==> config.mk <==
export PLATFORM = sky130hd
export DESIGN_NAME = pcr_strap
export DESIGN_NICKNAME = d
export VERILOG_FILES = /design/src/pcr_pkg.sv /design/src/pcr_freq_calc.sv /design/src/pcr_strap.sv
export SDC_FILE = /design/constraint.sdc
export NUM_CORES = 1
export LEC_CHECK = 0
export ABC_CLOCK_PERIOD_IN_PS = 14100
export BUFFER_PORTS_ARGS = -buffer_cell sky130_fd_sc_hd__buf_2
export CORE_MARGIN = 1
export CORE_UTILIZATION = 42
export DETAILED_ROUTE_END_ITERATION = 6
export SLEW_MARGIN = 20
export SYNTH_ARGS = -nofsm -noshare
export SYNTH_HDL_FRONTEND = slang
export SYNTH_SLANG_ARGS = --single-unit
==> constraint.sdc <==
create_clock -name clock -period 14.1 [get_ports clock]
set_input_delay 4.23 -clock clock [delete_from_list [all_inputs] [get_ports clock]]
set_output_delay 4.23 -clock clock [all_outputs]
set_load 0.03 [all_outputs]
==> src/pcr_pkg.sv <==
// Constants for the platform clock ratio strap block.
// Assumes one 100 MHz clock and an active-low asynchronous reset.
// Operation
// RULE1: Capture four-bit ratio strap at power up; it selects the multiplier.
// RULE2: Platform bus frequency is reference frequency times decoded ratio.
// RULE3: Decode 0000=16,0010..0110=2..6,1000=8,1001=9,1010=10,1100=12,1101=20.
// RULE4: Board must always strap the pins; no default ratio exists.
// RULE5: Designer makes platform bus frequency equal the DDR data rate.
// RULE6: Memory bus clock runs at half the platform bus frequency.
// RULE7: Designer keeps memory bus clock between 166 and 200 MHz.
// RULE8: Designer keeps reference, core and platform clocks within limits.
// RULE9: Hold captured strap value; ignore pin changes until next power up.
package pcr_pkg;
   localparam int STRAP_W = 4;
   localparam int RATIO_W = 5;
   localparam int FREQ_W = 32;
   localparam logic [FREQ_W-1:0] REF_FREQ_RST = 32'h0000_0000;
   localparam logic [RATIO_W-1:0] RATIO_NONE = 5'h00;
   // Nanoseconds after reset release before the strap is caught
   localparam int CAPTURE_DELAY_NS = 20;
   localparam int CLK_PERIOD_NS = 10;
   localparam int CAPTURE_CYC = (CAPTURE_DELAY_NS + CLK_PERIOD_NS - 1)
      / CLK_PERIOD_NS;
   localparam logic [2:0] CAPTURE_CNT = 3'(CAPTURE_CYC);

   typedef enum logic [1:0] {
      PCR_WAIT = 2'b00,
      PCR_SAMPLE = 2'b01,
      PCR_HOLD = 2'b11
   } pcr_state_t;

   // Zero marks a reserved code
   function automatic logic [RATIO_W-1:0] pcr_decode(
      input logic [STRAP_W-1:0] code);
      case (code)
         4'h0: pcr_decode = 5'h10;
         4'h2: pcr_decode = 5'h02;
         4'h3: pcr_decode = 5'h03;
         4'h4: pcr_decode = 5'h04;
         4'h5: pcr_decode = 5'h05;
         4'h6: pcr_decode = 5'h06;
         4'h8: pcr_decode = 5'h08;
         4'h9: pcr_decode = 5'h09;
         4'ha: pcr_decode = 5'h0a;
         4'hc: pcr_decode = 5'h0c;
         4'hd: pcr_decode = 5'h14;
         default: pcr_decode = RATIO_NONE;
      endcase
   endfunction
endpackage

==> src/pcr_freq_calc.sv <==
// Frequency arithmetic for the ratio strap block.
// Assumes the ratio is already decoded and stable.
`timescale 1ns/10ps
module pcr_freq_calc
   import pcr_pkg::*;
(
   // Inputs
   input wire logic [FREQ_W-1:0] refFreq,
   input wire logic [RATIO_W-1:0] ratio,
   // Results
   output logic [FREQ_W-1:0] platFreq,
   output logic [FREQ_W-1:0] memFreq
);
   logic [FREQ_W+RATIO_W-1:0] prod;
   always_comb begin
      prod = refFreq * ratio; // RULE2
      // Saturate rather than wrap on absurd inputs
      if (prod[FREQ_W+RATIO_W-1:FREQ_W] != '0) begin
         platFreq = '1;
      end else begin
         platFreq = prod[FREQ_W-1:0];
      end
      memFreq = {1'b0, platFreq[FREQ_W-1:1]}; // RULE6
   end
endmodule

==> src/pcr_strap.sv <==
// Power-up strap capture and platform/memory clock ratio reporting.
// Assumes strap pins and reference frequency word are synchronous inputs.
`timescale 1ns/10ps
module pcr_strap
   import pcr_pkg::*;
(
   // Clock and reset
   input wire logic clock,
   input wire logic rstn,
   // Board strap and reference
   input wire logic [STRAP_W-1:0] clockRatioStrap,
   input wire logic [FREQ_W-1:0] systemReferenceClockFreq,
   // Results
   output logic strapValid,
   output logic strapReserved,
   output logic [STRAP_W-1:0] strapCode,
   output logic [RATIO_W-1:0] platformBusClockRatio,
   output logic [FREQ_W-1:0] platformBusClockFreq,
   output logic [FREQ_W-1:0] memoryBusClockFreq
);
   // ****************************************
   // Declarations
   // ****************************************
   // Settle counter
   logic [2:0] cnt_r;
   logic [2:0] cnt_nxt;

   // Capture sequence
   pcr_state_t state_r;
   pcr_state_t state_nxt;

   // Captured strap and its decoded ratio
   logic [STRAP_W-1:0] code_r;
   logic [STRAP_W-1:0] code_nxt;
   logic [RATIO_W-1:0] ratio_r;
   logic [RATIO_W-1:0] ratio_nxt;

   // Status flags
   logic valid_r;
   logic valid_nxt;
   logic reserved_r;
   logic reserved_nxt;

   // Frequency words
   logic [FREQ_W-1:0] platFreq;
   logic [FREQ_W-1:0] memFreq;
   logic [FREQ_W-1:0] platF_r;
   logic [FREQ_W-1:0] platF_nxt;
   logic [FREQ_W-1:0] memF_r;
   logic [FREQ_W-1:0] memF_nxt;

   // Decoded strobes
   logic [RATIO_W-1:0] decoded;
   logic waitDone;
   logic sampleNow;
   logic holding;

   // ****************************************
   // Helpers
   // ****************************************
   // True when the decoder found no ratio for the code
   function automatic logic is_reserved(input logic [RATIO_W-1:0] r);
      is_reserved = (r == RATIO_NONE);
   endfunction

   // True in the one state asked for
   function automatic logic in_state(input pcr_state_t s,
      input pcr_state_t want);
      in_state = (s == want);
   endfunction

   // ****************************************
   // Strobes
   // ****************************************
   assign waitDone = (cnt_r >= CAPTURE_CNT);
   assign sampleNow = in_state(state_r, PCR_SAMPLE);
   assign holding = in_state(state_r, PCR_HOLD);
   // Decoded every cycle, but only kept on the sampling edge
   assign decoded = pcr_decode(clockRatioStrap); // RULE3

   // ****************************************
   // Settle counter
   // ****************************************
   // Fixed wait after reset release before the pins are taken
   // Shorter waits risk catching pins still moving off reset
   always_comb begin
      cnt_nxt = cnt_r;
      // Stops at the limit, so it can never wrap and re-trigger
      if (in_state(state_r, PCR_WAIT) && !waitDone) begin
         cnt_nxt = cnt_r + 3'h1;
      end
   end

   always_ff @(posedge clock or negedge rstn) begin
      if (!rstn) begin
         cnt_r <= 3'h0;
      end else begin
         cnt_r <= cnt_nxt;
      end
   end

   // ****************************************
   // Capture sequence
   // ****************************************
   always_comb begin
      state_nxt = state_r;
      case (state_r)
         PCR_WAIT: begin
            // Let the strap settle after reset release
            if (waitDone) begin
               state_nxt = PCR_SAMPLE;
            end
         end
         PCR_SAMPLE: begin
            // Strap is taken on the edge that leaves this state
            state_nxt = PCR_HOLD; // RULE1
         end
         PCR_HOLD: begin
            // Only a new reset reopens capture
            state_nxt = PCR_HOLD; // RULE9
         end
         default: begin
            state_nxt = PCR_WAIT;
         end
      endcase
   end

   always_ff @(posedge clock or negedge rstn) begin
      if (!rstn) begin
         state_r <= PCR_WAIT;
      end else begin
         state_r <= state_nxt;
      end
   end

   // ****************************************
   // Captured code and ratio
   // ****************************************
   always_comb begin
      code_nxt = code_r;
      ratio_nxt = ratio_r;
      // The pins are looked at on this one edge only
      if (sampleNow) begin
         code_nxt = clockRatioStrap; // RULE1
         ratio_nxt = decoded; // RULE3
      end
   end

   always_ff @(posedge clock or negedge rstn) begin
      if (!rstn) begin
         code_r <= 4'h0;
         ratio_r <= RATIO_NONE;
      end else begin
         code_r <= code_nxt;
         ratio_r <= ratio_nxt;
      end
   end

   // ****************************************
   // Status flags
   // ****************************************
   always_comb begin
      valid_nxt = valid_r;
      reserved_nxt = reserved_r;
      if (sampleNow) begin
         valid_nxt = 1'b1; // RULE1
         // No fallback ratio exists, so a bad code is only flagged
         reserved_nxt = is_reserved(decoded); // RULE3
      end
   end

   always_ff @(posedge clock or negedge rstn) begin
      if (!rstn) begin
         valid_r <= 1'b0;
         reserved_r <= 1'b0;
      end else begin
         valid_r <= valid_nxt;
         reserved_r <= reserved_nxt;
      end
   end

   // ****************************************
   // Frequencies
   // ****************************************
   // Overflow handling lives in the calculator
   pcr_freq_calc uCalc (
      .refFreq(systemReferenceClockFreq),
      .ratio(ratio_r),
      .platFreq(platFreq),
      .memFreq(memFreq)
   );

   // Reserved strap yields zero frequency, since no default exists
   // Outputs follow the reference word one edge late while holding
   always_comb begin
      platF_nxt = REF_FREQ_RST;
      memF_nxt = REF_FREQ_RST;
      if (holding) begin
         platF_nxt = platFreq; // RULE2
         memF_nxt = memFreq; // RULE6
      end
   end

   always_ff @(posedge clock or negedge rstn) begin
      if (!rstn) begin
         platF_r <= REF_FREQ_RST;
         memF_r <= REF_FREQ_RST;
      end else begin
         platF_r <= platF_nxt;
         memF_r <= memF_nxt;
      end
   end

   // ****************************************
   // Outputs
   // ****************************************
   // Every output comes straight from its own flop
   assign strapValid = valid_r;
   assign strapReserved = reserved_r;
   assign strapCode = code_r;
   assign platformBusClockRatio = ratio_r;
   assign platformBusClockFreq = platF_r;
   assign memoryBusClockFreq = memF_r;
endmodule

==> impl_metrics.ini, run 1 <==
[synth]
avgSynthCellArea_um2 = 8.63
ys_warn_count = 0
synth_top_cells_by_count = and2_1 (132), inv_1 (116), fa_1 (90), nand2_1 (75), dfrtp_1 (48)
synth_cell_types = 47
synth_nets = 1006
synthArstFlopShare_pct = 100
yosysTopAreaCell = fa_1
synth_most_common_cell = and2_1
synth_edf_count = 0
yosys-top-cells-area = fa_1 (25%), dfrtp_1 (17%), and2_1 (12%), ha_1 (8.2%), inv_1 (6.1%)
synth-main-ff-cell = dfrtp_1
seq_area_frac_synth_pct = 16.7
synth_top_area_share_pct = 25.1
synth_seq_cells = 48
synthCells = 831
synth_area_um2 = 7170

[routing]
vias = 5553
routed_wl_mm = 15.9
ant_nets = 0
viasPerCell = 5.02
drtIter0Drc = 228
drc = 0
firstDrtPassIters = 4
wl_per_cell_um = 14.4

[cts]
post_cts_buffers = 0
cts_resized = 0
ctsHoldBuffers = 0
root_buffer = clkbuf_16
cts_sinks = 48
clk_pin_slew_ns = 0.06
htreeDepth = 2
numCtsBuffers = 5
clockBufferDepth = 2
cts_tree = yes
clk_latency_ns = 0.29

[sta]
slew_headroom_pct = 30.0
timing.fmax_mhz = 112
hold_violations = 0
report.final.slew_viol_count = 0
finalClockSkew_ns = 0.00821
finalSetupViolCount = 0
period_share_pct = 63.6
tightest_slew_ns = 1.05
period_needed_ns = 8.96
final.setup.tns_ns = 0
rsz0062_at_grt = no

[grt]
antenna_found_initial = 0
grt_pass1_wl_mm = 27.3
grt-ovfl-total = 0
grt_max_degree = 49
grt_pass1_vias = 5516
grtUsageTotal_pct = 18.9

[worst_hold_path]
min_path_type = flop to flop

[critical_path]
cp_data_arrival_time_ns = 9.07
worstSetupEndpointType = flop
critPathLaunchType = input pin
cp_data_required_time_ns = 14.21
critPathKind = input pin to flop
cp_max_fo = 23

[placement]
postPlaceCellArea_um2 = 7650
portBuffers = 111
place.gp.congestion = 0.837
dp_hpwl_mm = 12.8

[final_layout]
area_growth_pct = 8.81
antenna_cells = 0
fin_nets = 1061
multiInputGateArea_um2 = 5140
seqCellArea_um2 = 1200
final_area_um2 = 7800
drive_gt1_share_pct = 15.1
nFillCells = 1667

[flow_run]
max_cap_violations = 0

[floorplan]
die_y_um = 133
rows = 47
top_level_ports = 113
core-area_um2 = 16600
die_x_um = 133
die_area_um2 = 17600
start_util_pct = 43.1

[pwr]
comb_power_share_pct = 60.4
p_seq_share_pct = 24.7
p_sw_mw = 0.409
p_leak_nw = 3.84
power_density_nw_per_um2 = 103
ir_drop_mv = 0.0967
pwr-share-clk_pct = 14.9
swShare_pct = 50.7
p_int_mw = 0.397

[run_status]
status = finished clean
metal layers:
metal	track usage, %	routed length, um	vias up
met1	27.2	8040	2699
met5	0	0	-
met3	1.72	447	6
met4	2.23	106	0
met2	31.8	7300	96
li1	-	-	2752
sequential cells by signal, indices dropped and copies added (netlist names):
signal                 flops
cnt_r                      3
platformBusClockFreq       1
platformBusClockRatio      5
strapCode                  4
strapValid                 1
memoryBusClockFreq        31
strapReserved              1
state_r                    2
final timing paths:
path,cells after the start,endpoint,start,slack [ns]
max,18,memoryBusClockFreq[27],systemReferenceClockFreq[1],5.14
min,1,strapValid,strapValid,0.46
max reg2reg,17,memoryBusClockFreq[27],platformBusClockRatio[3],8.43
min reg2reg,1,strapValid,strapValid,0.46
max in group asynchronous,1,platformBusClockRatio[3],rstn,9.74
min in group asynchronous,1,strapCode[2],rstn,3.95
critical path, stage by stage:
cell and delay (ns):
buf_2 0.12, and2_1 0.17, fa_1 0.51, fa_1 0.54, inv_1 0.05, fa_1 0.53
inv_1 0.04, ha_1 0.34, o211ai_1 0.19, a21oi_1 0.11, o41ai_2 0.44, or3b_2 0.20
nand3_1 0.11, a311oi_1 0.41, o211ai_1 0.18, xnor2_2 0.40, buf_4 0.35, a31oi_1 0.13
through the flow:
step / utilization, % / instances / setup slack [ns] / power, mW / hold slack (ns)
2_1_floorplan: - / 831 / 5.47 / 0.595 / 0.466
4_1_cts: 46.9 / 1107 / 5.14 / 0.812 / 0.467
6_report: 46.9 / 1107 / 5.14 / 0.805 / 0.464
3_3_place_gp: 46.0 / 1099 / 4.92 / 0.691 / 0.448
3_5_place_dp: 46.0 / 1099 / 4.85 / 0.689 / 0.448
5_1_grt: 46.9 / 1107 / 4.81 / 0.867 / 0.499
logic make-up (layout without fill, tap and decap cells):
group	count (synthesis)	after routing	synth area share (%)
AOI/OAI and AO/OA	143	143	12.9
xor gates and xnor gates	34	34	4.15
adders and majority gates	138	138	33.5
DFF	48	48	16.7
buffers and inverters	184	240	11.7
other	1	1	0.0523
and+or+nand+nor	283	283	21.0
power groups by stage:
stage	combinational [mW]	clock (mW)	sequential, mW
3_5_place_dp	0.488	0	0.202
5_1_grt	0.536	0.128	0.203
2_1_floorplan	0.338	0	0.257
3_3_place_gp	0.488	0	0.203
4_1_cts	0.489	0.123	0.200
6_report	0.486	0.120	0.199
cell type report:
cell class	count	share of cell area (%)
Multi-Input combinational cell	599	65.9
Sequential cell	48	15.4
Timing Repair Buffer	116	7.63
Inverter	116	5.58
Tap cell	220	3.53
Clock buffer	6	1.78
Clock inverter	2	0.176
cell usage in the layout, fill, tap and decap left out, types with 8 or more instances in the layout:
| master | count |
|---|---|
| buf_2 | 110 |
| and2_1 | 132 |
| a31oi_1 | 38 |
| nand4_1 | 8 |
| nand2_1 | 75 |
| o21ai_0 | 20 |
| a21o_1 | 11 |
| inv_1 | 116 |
| xor2_1 | 20 |
| dfrtp_1 | 47 |
| a21oi_1 | 39 |
| nor2_1 | 28 |
| xnor2_1 | 13 |
| nand3_1 | 8 |
| nor3_1 | 10 |
| ha_1 | 47 |
| fa_1 | 90 |
(Power assumes the default switching activity.)
==> run 2, diff against run 1 <==
- ABC_CLOCK_PERIOD_IN_PS: 14100 -> 7500
- clock period: 14.1 -> 7.5 ns (I/O delays scaled with it)
==> run 2 against run 1 <==
Against the previous run: worst hold slack improved by 0.0033 ns; via count rose by 0.90%; sequential cell count did not move; combinational power rose by 91%; sequential share of layout area fell by 0.14 points; wire length fell by 1.0%; critical path type unchanged; critical endpoint is now memoryBusClockFreq[10]; largest power group unchanged.
==> impl_metrics.ini, run 2 (synthesized netlist as in run 1, its figures left out) <==
[run_status]
status = finished clean

[placement]
place.gp.congestion = 0.866
portBuffers = 111
dp_hpwl_mm = 12.9

[cts]
clockBufferDepth = 2
clk_pin_slew_ns = 0.07
clk_latency_ns = 0.28
cts_tree = yes
root_buffer = clkbuf_16
numCtsBuffers = 5
ctsHoldBuffers = 0
htreeDepth = 2
post_cts_buffers = 0
cts_sinks = 48
cts_resized = 0

[final_layout]
seqCellArea_um2 = 1200
nFillCells = 1686
layout_common_cells = and2_1 (132), inv_1 (116), buf_2 (111), fa_1 (90), nand2_1 (75)
drive_gt1_share_pct = 15.7
multiInputGateArea_um2 = 5140
final_common_cell = and2_1
largest_reg_flops = 31
area_growth_pct = 9.70
fin_nets = 1068
antenna_cells = 0

[critical_path]
cp_max_fo = 19
cp_data_required_time_ns = 7.60
critPathLaunchType = input pin
critPathKind = input pin to flop
cp_data_arrival_time_ns = 7.04
worstSetupEndpointType = flop

[pwr]
swShare_pct = 49.6
ir_drop_mv = 0.174
p_seq_share_pct = 23.4
pwr-share-clk_pct = 16.2
p_int_mw = 0.777
p_sw_mw = 0.764
p_leak_nw = 3.88
comb_power_share_pct = 60.3
power_density_nw_per_um2 = 196

[floorplan]
die_y_um = 133
die_x_um = 133
start_util_pct = 43.1
core-area_um2 = 16600
top_level_ports = 113
rows = 47
die_area_um2 = 17600

[routing]
viasPerCell = 5.03
vias = 5603
wl_per_cell_um = 14.1
drtIter0Drc = 289
ant_nets = 0
firstDrtPassIters = 5
drc = 0
routed_wl_mm = 15.7

[worst_hold_path]
min_path_type = flop to flop

[sta]
period_needed_ns = 6.94
finalClockSkew_ns = 0.00751
finalSetupViolCount = 0
slew_headroom_pct = 32.7
holdWs_ns = 0.467
period_share_pct = 92.5
hold_violations = 0
rsz0062_at_grt = no
report.final.slew_viol_count = 0
final.setup.tns_ns = 0
timing.fmax_mhz = 144
tightest_slew_ns = 1.01

[grt]
grt_pass1_vias = 5534
grt-ovfl-total = 0
grt_pass1_wl_mm = 27.3
grtUsageTotal_pct = 19.0
grt_max_degree = 49
antenna_found_initial = 0

[flow_run]
max_cap_violations = 0
[run 2: path summary, 6_finish.rpt]
check,startpoint,end,slack (ns),cells after the start
worst max-delay path,systemReferenceClockFreq[7],memoryBusClockFreq[10],0.56,18
worst min-delay path,strapValid,strapValid,0.47,1
worst max register to register,platformBusClockRatio[3],memoryBusClockFreq[10],2.02,18
worst min register to register,strapValid,strapValid,0.47,1
max in group asynchronous,rstn,memoryBusClockFreq[7],5.03,2
min in group asynchronous,rstn,platformBusClockRatio[2],2.05,2
[run 2: power groups by stage]
stage          logic (mW)  registers, mW  clock network, mW
2_1_floorplan       0.636          0.483                  0
3_3_place_gp        0.932          0.369                  0
3_5_place_dp        0.935          0.368                  0
4_1_cts             0.938          0.364              0.253
5_1_grt              1.02          0.368              0.265
6_report            0.930          0.361              0.250
[run 2: per-stage QoR]
step	util (%)	std cells	area (um^2)	setup WS, ns	power, mW
6_report	47.3	1114	7870	0.564	1.54
3_3_place_gp	46.3	1106	7700	0.260	1.30
2_1_floorplan	-	831	7170	0.848	1.12
5_1_grt	47.3	1114	7870	0.294	1.65
4_1_cts	47.3	1114	7870	0.520	1.56
3_5_place_dp	46.3	1106	7700	0.243	1.30
[run 2: critical path, cell delays in order]
cell and delay, ns:
buf_2 0.13, and2_1 0.18, fa_1 0.51, fa_1 0.54
inv_1 0.05, fa_1 0.52, inv_1 0.04, ha_1 0.38
a21oi_1 0.24, o21ai_0 0.15, nor3_1 0.22, a211oi_1 0.14
o21ai_1 0.22, a21oi_1 0.12, or4_4 0.51, a2111oi_4 0.40
buf_4 0.29, a31oi_1 0.14
[run 2: metal layers]
metal | part of all wire (%) | global-route usage [%] | vias to the layer above
li1 | - | - | 2765
met1 | 50 | 27.0 | 2700
met2 | 47 | 32.3 | 128
met3 | 2.6 | 1.38 | 10
met4 | 0.76 | 2.68 | 0
met5 | 0 | 0 | -
[run 2: cell type report]
class | instances | area share [%]
clock inverters | 3 | 0.541
well taps | 220 | 3.50
flip-flops and latches | 48 | 15.3
repair buffers | 123 | 8.20
multi-input cells | 599 | 65.4
inverters | 116 | 5.53
clock buffers | 5 | 1.59
==> run 3, diff against run 2 <==
- CORE_MARGIN: 1 -> 4
- HOLD_SLACK_MARGIN: not set -> 0.06
==> run 3 against run 2 <==
Against the previous run: wire length up 3.7%; global-route usage decreased by 1.6 points; die area up 9.2%; register-to-register slack lost 0.55 ns; sequential power up 2%; cell area about the same; maximum frequency shrank 2.8%; sequential cell count stayed put; critical endpoint is now memoryBusClockFreq[0]; power is 2.5% higher; non-clock buffer count shrank 5.
==> impl_metrics.ini, run 3 (synthesized netlist as in run 1, its figures left out) <==
[critical_path]
critPathKind = input pin to flop
cp_data_arrival_time_ns = 7.24
cp_top_family = adder cells
critPathLaunchType = input pin
crit_buf_inv = 4
cp_cell_sequence = buf_2 -> and2_1 -> fa_1 -> fa_1 -> inv_1 -> fa_1 -> inv_1 -> ha_1 -> a21oi_1 -> o21ai_0 -> nor3_1 -> a211oi_1 -> o21ai_1 -> a21oi_1 -> or4_4 -> a2111oi_4 -> buf_4 -> a31oi_1
slowest_stage = fa_1
crit_top_cell = fa_1
cp_max_fo = 28
cp_data_required_time_ns = 7.60
worstSetupEndpointType = flop
max_stage_delay_ns = 0.55

[sta]
slew_headroom_pct = 28.6
final.setup.tns_ns = 0
timing.fmax_mhz = 140
finalSetupViolCount = 0
hold_violations = 0
period_needed_ns = 7.14
finalClockSkew_ns = 0.00659
report.final.slew_viol_count = 0
rsz0062_at_grt = no
tightest_slew_ns = 1.07
period_share_pct = 95.1

[final_layout]
final_common_cell = and2_1
nFillCells = 1709
fin_nets = 1063
antenna_cells = 0
layout_common_cells = and2_1 (132), inv_1 (116), buf_2 (110), fa_1 (90), nand2_1 (75)
multiInputGateArea_um2 = 5140
post-route-util_pct = 47.3
drive_gt1_share_pct = 15.3
largest_reg_flops = 31
seqCellArea_um2 = 1200
area_growth_pct = 9.77

[cts]
clk_latency_ns = 0.28
ctsHoldBuffers = 0
cts_tree = yes
clk_pin_slew_ns = 0.06
cts_sinks = 48
htreeDepth = 2
post_cts_buffers = 0
cts_resized = 0
numCtsBuffers = 5
clockBufferDepth = 2
root_buffer = clkbuf_16

[grt]
grt-ovfl-total = 0
grt_pass1_vias = 5757
antenna_found_initial = 0
grt_pass1_wl_mm = 28.8
grtUsageTotal_pct = 17.4
grt_max_degree = 49

[pwr]
pwr-share-clk_pct = 18.2
p_leak_nw = 3.88
swShare_pct = 48.9
p_sw_mw = 0.773
comb_power_share_pct = 58.3
p_int_mw = 0.808
ir_drop_mv = 0.161
power_density_nw_per_um2 = 201
p_seq_share_pct = 23.4

[run_status]
status = finished clean

[routing]
vias = 5653
wl_per_cell_um = 14.7
drc = 0
viasPerCell = 5.10
ant_nets = 0
routed_wl_mm = 16.3
firstDrtPassIters = 5
drtIter0Drc = 265

[worst_hold_path]
min_path_type = flop to flop

[placement]
place.gp.congestion = 0.942
dp_hpwl_mm = 13.2
portBuffers = 111

[floorplan]
rows = 47
die_area_um2 = 19200
start_util_pct = 43.1
core-area_um2 = 16600
die_x_um = 139
top_level_ports = 113
die_y_um = 139

[flow_run]
max_cap_violations = 0
-- run 3: stage by stage --
step | instance area, um^2 | worst slack [ns] | total power, mW | hold slack [ns] | std cells
after CTS | 7870 | 0.431 | 1.60 | 0.476 | 1109
after global placement | 7680 | 0.216 | 1.31 | 0.444 | 1101
after detailed placement | 7680 | 0.142 | 1.30 | 0.458 | 1101
final | 7870 | 0.365 | 1.58 | 0.465 | 1109
after global routing | 7870 | 0.0678 | 1.70 | 0.495 | 1109
after floorplan | 7170 | 0.848 | 1.12 | 0.466 | 831
-- run 3: final cells by class --
| cell class | count | share of cell area (%) |
|---|---|---|
| Multi-Input combinational cell | 599 | 65.3 |
| Sequential cell | 48 | 15.3 |
| Timing Repair Buffer | 118 | 7.91 |
| Inverter | 116 | 5.53 |
| Tap cell | 220 | 3.50 |
| Clock buffer | 5 | 1.59 |
| Clock inverter | 3 | 0.874 |
-- run 3: power groups by stage --
stage | Combinational (mW) | Sequential (mW) | Clock, mW
floorplan | 0.636 | 0.483 | 0
detailed placement | 0.927 | 0.377 | 0
finish | 0.922 | 0.370 | 0.288
global placement | 0.928 | 0.379 | 0
CTS | 0.931 | 0.372 | 0.294
global route | 1.02 | 0.381 | 0.304
-- run 3: per-layer routing --
metal  vias to the layer above  part of all wire, %  GRT usage, %
li1                       2759                    -             -
met1                      2761                   49          25.6
met2                       127                   46          28.8
met3                         6                  4.2          1.83
met4                         0                 0.50          1.85
met5                         -                    0             0
-- run 3: final timing paths --
kind                                              from                        to  slack, ns  cells past startpoint
max                        systemReferenceClockFreq[7]     memoryBusClockFreq[0]       0.36                     18
min                                         strapValid                strapValid       0.47                      1
max reg2reg                   platformBusClockRatio[3]     memoryBusClockFreq[0]       1.47                     17
min reg2reg                                 strapValid                strapValid       0.47                      1
max in group asynchronous                         rstn  platformBusClockRatio[2]       5.09                      1
min in group asynchronous                         rstn             strapReserved       1.97                      1
